$ cat src/shared/rmsc_defs.vh
// constants for the redriver mode and strap control block
`ifndef RMSC_DEFS_VH
`define RMSC_DEFS_VH
`define RMSC_MODE_PIN_NODET 2'h3
`define RMSC_MODE_SLAVE 2'h2
`define RMSC_MODE_MASTER 2'h1
`define RMSC_MODE_PIN_DET 2'h0
`define RMSC_LVL_HIGH 2'h3
`define RMSC_LVL_FLOAT 2'h2
`define RMSC_LVL_RES 2'h1
`define RMSC_LVL_LOW 2'h0
`define RMSC_SET_A_LSB 0
`define RMSC_SET_B_LSB 2
`define RMSC_SET_C_LSB 4
`define RMSC_SETTLE_NS 1000
`define RMSC_CLK_NS 4
`define RMSC_SETTLE_CYC ((`RMSC_SETTLE_NS + `RMSC_CLK_NS - 1) / `RMSC_CLK_NS)
`define RMSC_EE_TIMEOUT_CYC 4000
`endif

$ cat src/verilog/rmsc_level_decode.v
// four-level strap decoder: one-hot level flags to a two-bit code
`include "rmsc_defs.vh"
module rmsc_level_decode (
  input wire [3:0] levelFlags, // one-hot: [3] supply, [2] open, [1] resistor, [0] ground
  output reg [1:0] code // decoded code
);
  always @* begin
    if (levelFlags[3]) begin
      code = `RMSC_LVL_HIGH;
    end else if (levelFlags[2]) begin
      code = `RMSC_LVL_FLOAT;
    end else if (levelFlags[1]) begin
      code = `RMSC_LVL_RES;
    end else begin
      code = `RMSC_LVL_LOW;
    end
  end
endmodule // rmsc_level_decode

$ cat src/verilog/rmsc_channel_ctrl.v
// per-channel enable and low-power control
module rmsc_channel_ctrl (
  input wire clk, // clock
  input wire rst_n, // synchronous reset, active low
  input wire configApplied, // decoded configuration in place
  input wire powerDown, // channel power-down request
  input wire sidebandReset, // sideband reset asserted
  input wire lowPowerReq, // sideband low-power request
  input wire laneDisable, // per-channel disable
  output reg chanEnable, // channel active
  output reg chanLowPower // channel in low power
);
  always @(posedge clk) begin
    if (!rst_n) begin
      chanEnable <= 1'b0;
      chanLowPower <= 1'b0;
    end else begin
      chanEnable <= configApplied && !powerDown && !sidebandReset && !laneDisable;
      chanLowPower <= configApplied && !powerDown && !sidebandReset && lowPowerReq;
    end
  end
endmodule // rmsc_channel_ctrl

$ cat src/verilog/rmsc_strap_control.v
// mode strap decode, shared strap reuse and channel control of a four-channel redriver
// Functional notes
// - code 11/00: pin mode, detect off/on
// - 10 slave, 01 master, detect on
// - master: load status low on done, high on fail
// - power-down pin high stops all channels
// - pin mode: boost straps set equalization
// - two-wire: straps give six setting bits
// - pin mode: gain strap sets flat gain
// - master: EEPROM load only when read-enable low
// - pin mode: pin enables sideband; else data line
// - sideband reset low holds device reset
// - clock request high gives low power
// - sideband inputs honoured only when enabled
// - pin mode: swing select; else serial clock
// - four-level codes 11,10,01,00 by strap level
// - master: load configuration, signal completion
// - channels controlled independently; here only enable is per channel, low power is shared
`include "rmsc_defs.vh"
module rmsc_strap_control #(
  parameter EE_TIMEOUT = `RMSC_EE_TIMEOUT_CYC // cycles allowed for the EEPROM load
) (
  input wire clk, // clock
  input wire rst_n, // synchronous reset, active low
  input wire [3:0] modeLevels, // mode strap level flags
  input wire [3:0] highBoostStrapALevels, // high_boost_strap_a / setting_strap_a levels
  input wire [3:0] highBoostStrapBLevels, // high_boost_strap_b / setting_strap_b levels
  input wire [3:0] lowBoostStrapLevels, // low_boost_strap / setting_strap_c levels
  input wire [3:0] flatGainStrapLevels, // flat_gain_strap / read-enable levels
  input wire sidebandEnableIn, // shared sideband-enable / data pin input
  input wire outputLevelStrap, // shared swing / serial clock pin
  input wire channelPowerdown, // channel_powerdown pin
  input wire sidebandResetIn_n, // sideband_reset_in_n
  input wire clockRequestIn_n, // clock_request_in_n
  input wire sidebandRegEnable, // sideband enable written over two-wire
  input wire [3:0] laneDisable, // per-channel disable from two-wire settings
  input wire eeLoadDone, // EEPROM reader finished
  input wire eeLoadError, // EEPROM reader failed
  output reg [1:0] modeCode, // latched mode code
  output reg pinMode, // pin-strap configuration
  output reg slaveMode, // two-wire slave configuration
  output reg masterMode, // two-wire master configuration
  output reg rxDetectEnable, // receiver detection on
  output reg [1:0] highBoostA, // equalization strap code a
  output reg [1:0] highBoostB, // equalization strap code b
  output reg [1:0] lowBoost, // equalization strap code c
  output reg [5:0] settingBits, // two-wire setting bits
  output reg [1:0] flatGain, // flat gain code
  output reg swingHigh, // transmit swing select
  output reg sidebandActive, // sideband inputs honoured
  output reg serialPinsOwned, // shared pins serve the two-wire bus
  output reg eeLoadStart, // one-cycle start pulse to EEPROM reader
  output reg loadStatusOut, // load status pin output value (always 0)
  output reg loadStatusOe_n, // load status pin enable, low drives low
  output reg configApplied, // configuration in place
  output wire [3:0] chanEnable, // per-channel active
  output wire [3:0] chanLowPower // per-channel low power
);
  localparam [4:0] ST_SETTLE = 5'h01;
  localparam [4:0] ST_SAMPLE = 5'h02;
  localparam [4:0] ST_LOAD = 5'h04;
  localparam [4:0] ST_RUN = 5'h08;
  localparam [4:0] ST_FAIL = 5'h10;
  localparam integer SETTLE_INT = `RMSC_SETTLE_CYC;
  localparam integer TIMEOUT_INT = EE_TIMEOUT;
  // counters are 16 bits wide, so the cycle counts are cut to that width on purpose
  localparam [15:0] SETTLE_CYC = SETTLE_INT[15:0];
  localparam [15:0] TIMEOUT_CYC = TIMEOUT_INT[15:0];

  wire [1:0] modeDec;
  wire [1:0] aDec;
  wire [1:0] bDec;
  wire [1:0] cDec;
  wire [1:0] gDec;
  reg [4:0] state;
  reg [4:0] next_state;
  reg [15:0] count;
  reg readEnableLow;
  reg sidebandStrap;
  wire sideRst;
  wire sideLp;

  rmsc_level_decode uModeDec (.levelFlags(modeLevels), .code(modeDec));
  rmsc_level_decode uADec (.levelFlags(highBoostStrapALevels), .code(aDec));
  rmsc_level_decode uBDec (.levelFlags(highBoostStrapBLevels), .code(bDec));
  rmsc_level_decode uCDec (.levelFlags(lowBoostStrapLevels), .code(cDec));
  rmsc_level_decode uGDec (.levelFlags(flatGainStrapLevels), .code(gDec));

  always @* begin
    next_state = state;
    case (state)
      ST_SETTLE: begin
        if (count >= SETTLE_CYC - 16'h0001) next_state = ST_SAMPLE;
      end
      ST_SAMPLE: begin
        if (masterMode && readEnableLow) next_state = ST_LOAD;
        else next_state = ST_RUN;
      end
      ST_LOAD: begin
        if (eeLoadDone && !eeLoadError) next_state = ST_RUN;
        else if (eeLoadError || count >= TIMEOUT_CYC - 16'h0001) next_state = ST_FAIL;
      end
      ST_RUN: next_state = ST_RUN;
      ST_FAIL: next_state = ST_FAIL;
      default: next_state = ST_SETTLE;
    endcase
  end

  always @(posedge clk) begin
    if (!rst_n) begin
      state <= ST_SETTLE;
      count <= 16'h0000;
    end else begin
      state <= next_state;
      count <= (next_state != state) ? 16'h0000 : count + 16'h0001;
    end
  end

  // straps are caught once, on the last settle cycle as the sample state is entered, after release of reset
  always @(posedge clk) begin
    if (!rst_n) begin
      modeCode <= `RMSC_MODE_PIN_DET;
      pinMode <= 1'b1;
      slaveMode <= 1'b0;
      masterMode <= 1'b0;
      rxDetectEnable <= 1'b1;
      highBoostA <= 2'h0;
      highBoostB <= 2'h0;
      lowBoost <= 2'h0;
      settingBits <= 6'h00;
      flatGain <= 2'h0;
      swingHigh <= 1'b0;
      readEnableLow <= 1'b0;
      sidebandStrap <= 1'b0;
      serialPinsOwned <= 1'b0;
    end else if (state == ST_SETTLE && next_state == ST_SAMPLE) begin
      modeCode <= modeDec;
      pinMode <= (modeDec == `RMSC_MODE_PIN_NODET) || (modeDec == `RMSC_MODE_PIN_DET);
      slaveMode <= (modeDec == `RMSC_MODE_SLAVE);
      masterMode <= (modeDec == `RMSC_MODE_MASTER);
      rxDetectEnable <= (modeDec != `RMSC_MODE_PIN_NODET);
      serialPinsOwned <= (modeDec == `RMSC_MODE_SLAVE) || (modeDec == `RMSC_MODE_MASTER);
      if ((modeDec == `RMSC_MODE_PIN_NODET) || (modeDec == `RMSC_MODE_PIN_DET)) begin
        highBoostA <= aDec;
        highBoostB <= bDec;
        lowBoost <= cDec;
        flatGain <= gDec;
        swingHigh <= outputLevelStrap;
        sidebandStrap <= sidebandEnableIn;
        settingBits <= 6'h00;
      end else begin
        settingBits <= {cDec, bDec, aDec};
        readEnableLow <= (gDec == `RMSC_LVL_LOW) || (gDec == `RMSC_LVL_RES);
        sidebandStrap <= 1'b0;
      end
    end
  end

  always @(posedge clk) begin
    if (!rst_n) begin
      sidebandActive <= 1'b0;
      configApplied <= 1'b0;
      eeLoadStart <= 1'b0;
      loadStatusOut <= 1'b0;
      loadStatusOe_n <= 1'b1;
    end else begin
      sidebandActive <= pinMode ? sidebandStrap : sidebandRegEnable;
      configApplied <= (state == ST_RUN);
      eeLoadStart <= (state == ST_SAMPLE) && (next_state == ST_LOAD);
      loadStatusOut <= 1'b0;
      loadStatusOe_n <= !(masterMode && state == ST_RUN && readEnableLow);
    end
  end

  assign sideRst = sidebandActive && !sidebandResetIn_n;
  assign sideLp = sidebandActive && clockRequestIn_n;

  genvar ch;
  generate
    for (ch = 0; ch < 4; ch = ch + 1) begin : gChan
      rmsc_channel_ctrl uChan (
        .clk(clk),
        .rst_n(rst_n),
        .configApplied(configApplied),
        .powerDown(channelPowerdown),
        .sidebandReset(sideRst),
        .lowPowerReq(sideLp),
        .laneDisable(laneDisable[ch]),
        .chanEnable(chanEnable[ch]),
        .chanLowPower(chanLowPower[ch])
      );
    end
  endgenerate
endmodule // rmsc_strap_control

$ cat config.mk
export PLATFORM = sky130hd
export DESIGN_NAME = rmsc_strap_control
export DESIGN_NICKNAME = d
export VERILOG_FILES = /design/src/verilog/rmsc_level_decode.v /design/src/verilog/rmsc_channel_ctrl.v /design/src/verilog/rmsc_strap_control.v
export VERILOG_INCLUDE_DIRS = /design/src /design/src/shared
export SDC_FILE = /design/constraint.sdc
export NUM_CORES = 1
export LEC_CHECK = 0
export ABC_AREA = 1
export BUFFER_PORTS_ARGS = -buffer_cell sky130_fd_sc_hd__buf_2
export CORE_ASPECT_RATIO = 1.5
export CORE_MARGIN = 2
export CORE_UTILIZATION = 47
export DETAILED_ROUTE_END_ITERATION = 8
export GPL_ROUTABILITY_DRIVEN = 0
export PLACE_DENSITY = 0.81
export SYNTH_ARGS = -nofsm -noshare
export SYNTH_HDL_FRONTEND = slang
export SYNTH_SLANG_ARGS = --single-unit
export TNS_END_PERCENT = 1
$ cat constraint.sdc
create_clock -name clk -period 1.5 [get_ports clk]
set_input_delay 0.075 -clock clk [delete_from_list [all_inputs] [get_ports clk]]
set_output_delay 0.075 -clock clk [all_outputs]
set_load 0.03 [all_outputs]
==> reports/qor.yml, run 1 <==
status: "finished, violations left"
violations: "negative setup slack"
arrival_ns: 1.90
rsz0062_at_grt: "true"
drive_above_1_share_pct: 38.48
switchingPower_w: 0.0005789
port-buffer-count: 62
fin_worst_skew_ns: 0.007071
fin_crit_sh_pct: 109.9
top_layer: "met4"
synth.top_cell.area_share_pct: 42.62
core_sq_um: 5165
syn2layout_area_growth_pct: 30.54
ys_seq_elements: 54
grt_usage_pct: 19.78
drt-pass1-iter-count: 4
cts_made_buffers: 5
power.total_w: 0.002610
die_area_sq_um: 6012
pin_count: 69
synth.distinct_cells: 31
routed_wl_um: 5743
critPathMaxStageDelay_ns: 0.36
drcViolationCount: 0
maxCapViolations: 0
syn-cell-area_sq_um: 2536
initial_core_util_pct: 49.10
nNetsFinal: 447
clock-root-buffer: "clkbuf_8"
crit_path_end_kind: "flop"
clock_path_buffers: 2
final_area_sq_um: 3311
diodes: 0
hold_violations: 0
yosys_warnings: 0
final.setup.worst_slack_ns: -0.1478
drtIter0Drc: 46
antenna_left: 0
seq_power_share_pct: 55.5
final_common_cell: "buf_2"
crit_chain: "inv_2, ha_1, nor2_1, nand2_1, nand3_2, nand2_2, nand2_4, nand2_4, nor2_4, nand3_4, clkbuf_16, nor2_4"
cts_tree: "built"
layout_common_cells: "buf_2 (62), dfxtp_1 (51), nor2_1 (45), nand2_1 (42), inv_1 (26)"
grt_pass1_vias: 2259
period_needed_ns: 1.648
dpl_cell_area_sq_um: 3049
grt_pass1_wl_um: 9466
clock.fmax_ghz: 0.6069
synth_largest_area_cell: "dfxtp_1"
clkTransAtPathRegs_ns: 0.10
grt-ovfl-total: 0
die_w_um: 63.98
power_density_nw_per_um2: 788.3
power_frac_clock_pct: 37.3
leakage_nw: 1.458
postSynthAreaPerCell_sq_um: 7.975
synth_cells: 318
fp.dieH_um: 93.97
grt_max_degree: 17
worstSkewPairLatency_ns: 0.31
post_drt_wl_per_cell_um: 12.07
via_per_inst: 4.803
switching_share_pct: 22.18
wl_met1_um: 2176
wl_met3_um: 203
cp_slowest_cell: "dfxtp_2"
critPathLaunchType: "flop"
p_int_w: 0.002031
critical_path.max_fanout: 6
worstPathRequired_ns: 1.75
ir_drop_mv: 0.5571
wl_met2_um: 3212
finalSetupViolCount: 36
dr_total_vias: 2286
syn-num-nets: 358
fp-row-count: 32
synth_seq_area_share_pct: 42.62
report.final.slew_viol_count: 0
grt_antenna_before_repair: 0
hpwl_um: 4276
combPwrFrac_pct: 7.2
setup.worst_path.class: "reg2reg"
netlist_top_cells_area: "dfxtp_1 (43%), nor2_1 (7.8%), nand2_1 (6.5%)"
clkSinkCount: 54
hold_class: "in2reg"
h-tree-depth: 2
regToRegSetupSlack_ns: -0.15
[cells by family after synthesis]
logic type,synth area share [%]
AOI/OAI and AO/OA,9.126
xor gates and xnor gates,4.489
buffers and inverters,9.571
adders and majority gates,2.960
other,0.1479
and+or+nand+nor,31.08
DFF,42.62
[layer usage]
layer	up-vias	global-route usage [%]
met5	-	0
met4	0	9.964
met3	14	3.357
met2	56	38.45
met1	1043	19.52
li1	1173	-
[registers in the layout (all words and copies together) (netlist names), 2 cells and up]
signal / cells
modeCode: 2
flatGain: 2
lowBoost: 2
highBoostB: 2
count: 16
state: 5
gChan.uChan.chanEnable: 4
highBoostA: 2
settingBits: 6
[critical path: cells and delay by family, from the launching register on]
kind                       cells  cell delay (ns)
and+or+nand+nor                9             0.83
DFF                            1             0.36
adders and majority gates      1             0.16
buffers and inverters          2             0.24
[metrics by stage]
stage | hold slack [ns] | setup slack, ns | TNS [ns] | instances | util [%]
floorplan | 0.1474 | 0.003692 | 0 | 318 | -
global placement | 0.2334 | -0.03691 | -0.4943 | 460 | 59.04
detailed placement | 0.2337 | -0.1403 | -2.676 | 460 | 59.04
CTS | 0.004893 | -0.1199 | -2.277 | 474 | 62.84
global route | 0.009831 | -0.2482 | -6.993 | 476 | 64.10
finish | 0.009415 | -0.1478 | -2.903 | 476 | 64.10
[cells in the mapped netlist, drive strengths merged]
cell	number
clkinv	1
o21ai	16
nor3	3
dfxtp	54
or2	2
nor4	2
inv	35
conb	1
nand4	7
buf	12
nand2	50
nand3	14
xor2	9
xnor2	4
clkbuf	2
o21bai	2
o211ai	3
a21oi	22
nor2	73
ha	6
[worst paths after layout]
check             cells after the start                                     end                  startpoint
setup / recovery                     12                     count[7]$_SDFF_PP0_         count[1]$_SDFF_PP0_
hold reg to reg                       1               loadStatusOe_n$_SDFF_PN1_  readEnableLow$_SDFFE_PN0P_
hold / removal                        3  gChan[2].uChan.chanLowPower$_SDFF_PN0_            clockRequestIn_n
setup reg to reg                     12                     count[7]$_SDFF_PP0_         count[1]$_SDFF_PP0_
[layout make-up]
class                   instances  area, sq um
inverters                      36        140.1
well taps                      68        85.08
clock buffers                   6        72.57
repair buffers                 96        628.1
flip-flops and latches         54         1085
clock inverters                 2        37.54
fillers                       418         1854
multi-input cells             214         1262
[power by group through the flow]
stage | registers, W | logic (W) | clock network (W)
floorplan | 0.00148 | 0.0000891 | 0
global placement | 0.00148 | 0.000156 | 0
detailed placement | 0.00148 | 0.000161 | 0
CTS | 0.00145 | 0.000177 | 0.000987
global route | 0.00145 | 0.000206 | 0.00104
finish | 0.00145 | 0.000188 | 0.000974
[what timing repair did]
| item | CTS | global route |
|---|---|---|
| hold buffers | 5 | 0 |
| gates cloned | 0 | 1 |
| resized for setup | 12 | 11 |
| pin swaps | 1 | 2 |
| buffers inserted | 1 | 1 |
| setup endpoints to repair | 36 | 40 |
| endpoints found under the hold margin | 5 | 0 |
No activity file was read; power rests on OpenSTA's default activity.
==> run 2: changes to the inputs <==
--- a/config.mk
+++ b/config.mk
@@ -10,10 +10,10 @@
 export BUFFER_PORTS_ARGS = -buffer_cell sky130_fd_sc_hd__buf_2
 export CORE_ASPECT_RATIO = 1.5
 export CORE_MARGIN = 2
-export CORE_UTILIZATION = 47
+export CORE_UTILIZATION = 52
 export DETAILED_ROUTE_END_ITERATION = 8
 export GPL_ROUTABILITY_DRIVEN = 0
-export PLACE_DENSITY = 0.81
+export PLACE_DENSITY = 0.84
 export SYNTH_ARGS = -nofsm -noshare
 export SYNTH_HDL_FRONTEND = slang
 export SYNTH_SLANG_ARGS = --single-unit
==> constraint.sdc (replaced) <==
create_clock -name clk -period 2 [get_ports clk]
set_input_delay 0.1 -clock clk [delete_from_list [all_inputs] [get_ports clk]]
set_output_delay 0.1 -clock clk [all_outputs]
set_load 0.03 [all_outputs]
==> run 2 against run 1 <==
Effect of this change:
- the flow now finishes without violations
- clock skew about the same
- clock power decreased by 25%
- non-clock buffer count decreased by 26
- setup slack improved by 0.39 ns
- critical path depth decreased by 1
- count of clock-buffer cells in the layout unchanged
- via count decreased by 6.4%
- combinational power decreased by 39%
- cell count decreased by 5.9%
- die area decreased by 9.1%
- first-iteration DRC count increased by 33%
- critical endpoint is now count[0]$_SDFF_PP0_
==> reports/qor.yml, run 2 (synthesis results as in run 1) <==
via_per_inst: 4.777  # -0.54%
clock.fmax_ghz: 0.5702  # -6.0%
leakage_nw: 1.305  # -10%
grt_pass1_vias: 2021  # -11%
final_common_cell: "buf_2"
critPathMaxStageDelay_ns: 0.41  # +0.05 ns
nNetsFinal: 421  # -5.8%
r2r-start: "count[0]$_SDFF_PP0_"
drtIter0Drc: 61  # +33%
grt_max_degree: 18  # +1
power_density_nw_per_um2: 638.9  # -19%
grt-ovfl-total: 0  # unchanged
critPathLaunchType: "flop"
worstSkewPairLatency_ns: 0.31  # about the same
layout_common_cells: "buf_2 (62), dfxtp_1 (54), nor2_1 (53), nand2_1 (44), inv_1 (28)"
diodes: 0  # unchanged
fill_cells: 429  # +2.6%
die_w_um: 61.02  # -4.6%
wl_met2_um: 2821  # -12%
grt_usage_pct: 19.76  # about the same
fin_crit_sh_pct: 87.69  # -22 points
clkTransAtPathRegs_ns: 0.09  # about the same
hold_violations: 0  # unchanged
drcViolationCount: 0  # unchanged
critical_path.max_fanout: 16  # +10
regToRegSetupSlack_ns: 0.25  # +0.39 ns
wl_met3_um: 212  # +4.4%
clock-root-buffer: "clkbuf_8"
worstPathRequired_ns: 2.21  # +0.46 ns
die_area_sq_um: 5463  # -9.1%
grt_antenna_before_repair: 0  # unchanged
fin_hold_ws_ns: 0.009661  # +0.0002455 ns
core_sq_um: 4771  # -7.6%
fp.dieH_um: 89.54  # -4.7%
pin_count: 69  # unchanged
worstReg2RegEnd: "count[0]$_SDFF_PP0_"
rsz0062_at_grt: "false"
drive_above_1_share_pct: 29.58  # -8.9 points
min_path_cells: 3  # unchanged
wl_met1_um: 1877  # -14%
top_layer: "met4"
hold_end: "swingHigh$_SDFFE_PN0P_"
initial_core_util_pct: 53.16  # +4.1 points
port-buffer-count: 62  # unchanged
post_drt_wl_per_cell_um: 11.13  # -7.7%
period_needed_ns: 1.754  # +0.1060 ns
hold_start: "outputLevelStrap"
h-tree-depth: 2  # unchanged
crit_buf_inv: 1  # -1
post-place-cells: 436  # -5.2%
cp_slowest_cell: "dfxtp_1"
cts_tree: "built"
power.total_w: 0.001926  # -26%
cts_made_buffers: 5  # unchanged
clock_path_buffers: 2  # unchanged
antenna_left: 0  # unchanged
grt_pass1_wl_um: 8176  # -14%
path_delay_family: "simple AND/OR/NAND/NOR gates"
status: "completed"
dr_total_vias: 2140  # -6.4%
routed_wl_um: 4987  # -13%
syn2layout_area_growth_pct: 18.85
stdcell_count: 448  # -5.9%
maxCapViolations: 0  # unchanged
setup.worst_path.class: "reg2reg"
largest_reg_flops: 16  # unchanged
drt-pass1-iter-count: 4  # unchanged
hold_class: "in2reg"
crit_path_end_kind: "flop"
ir_drop_mv: 0.4558  # -18%
tns_ns: 0  # +2.903 ns
clkSinkCount: 54  # unchanged
report.final.slew_viol_count: 0  # unchanged
fin_worst_skew_ns: 0.006901  # -0.0001701 ns
top_register: "count"
hpwl_um: 3790  # -11%
r2r_cells: 11  # -1
arrival_ns: 1.96  # +0.06 ns
finalSetupViolCount: 0  # -100%
largestRegisters: "count: 16 flops, settingBits: 6 flops, state: 5 flops"
critPathMostFrequentCell: "nand2_1"
crit_chain: "ha_1, nand2_1, o21ai_0, nand2_1, nand2_1, nand2_1, nand3_1, nor2_2, nand3_4, buf_12, nor2_1"
fp-row-count: 31  # -3.1%
[run 2: cell types whose count changed in the layout (fill, tap and decap cells not counted), sizes merged]
cell | before | now
dlygate4sd3 | 5 | 4
clkbuf | 7 | 6
buf | 90 | 66
[run 2: metrics by stage]
step | utilization, % | worst slack (ns) | cell area, sq um
after floorplan | - | 0.4644 | 2536
after global placement | 60.03 | 0.3424 | 2864
after CTS | 63.18 | 0.2209 | 3014
after global routing | 63.18 | 0.08963 | 3014
after detailed placement | 60.03 | 0.2899 | 2864
final | 63.18 | 0.2462 | 3014
[run 2: timing repair]
item	CTS	global route
hold buffers	4	0
resized for setup	0	0
setup buffers	0	0
hold endpoints to repair	4	0
[run 2: tightest hold or removal path, stage by stage]
cell and delay [ns]:
buf_2 0.07, nor2_1 0.03, nor2_1 0.08
[run 2: layout make-up]
class	instances	area (sq um)	area share [%]
multi-input combinational	214	1212	40.22
timing repair buffer	70	392.9	13.03
tap	66	82.58	2.740
inverter	36	135.1	4.483
clock inverter	2	37.54	1.245
clock buffer	6	72.57	2.408
sequential	54	1081	35.87
[run 2: worst max-delay path by stage]
stage                              from                          end  depth (start not counted)
CTS                 count[0]$_SDFF_PP0_          count[0]$_SDFF_PP0_                         11
floorplan           count[0]$_SDFF_PP0_          count[9]$_SDFF_PP0_                         11
global placement    count[0]$_SDFF_PP0_          count[0]$_SDFF_PP0_                         11
global route        count[0]$_SDFF_PP0_  settingBits[4]$_SDFFE_PN0P_                         11
finish              count[0]$_SDFF_PP0_          count[0]$_SDFF_PP0_                         11
detailed placement  count[1]$_SDFF_PP0_          count[0]$_SDFF_PP0_                         12
[run 2: power breakdown]
part	total [W]	internal, W	leakage [nW]	switching (W)
Combinational	0.000115	0.0000530	0.818	0.0000622
Sequential	0.00108	0.00108	0.436	0.00000544
Clock	0.000726	0.000374	0.0514	0.000352
[run 2: layer usage]
layer,global-route usage (%),vias to the layer above
met5,0,-
met4,8.103,0
met3,5.644,6
met2,36.65,40
met1,19.87,972
li1,-,1122
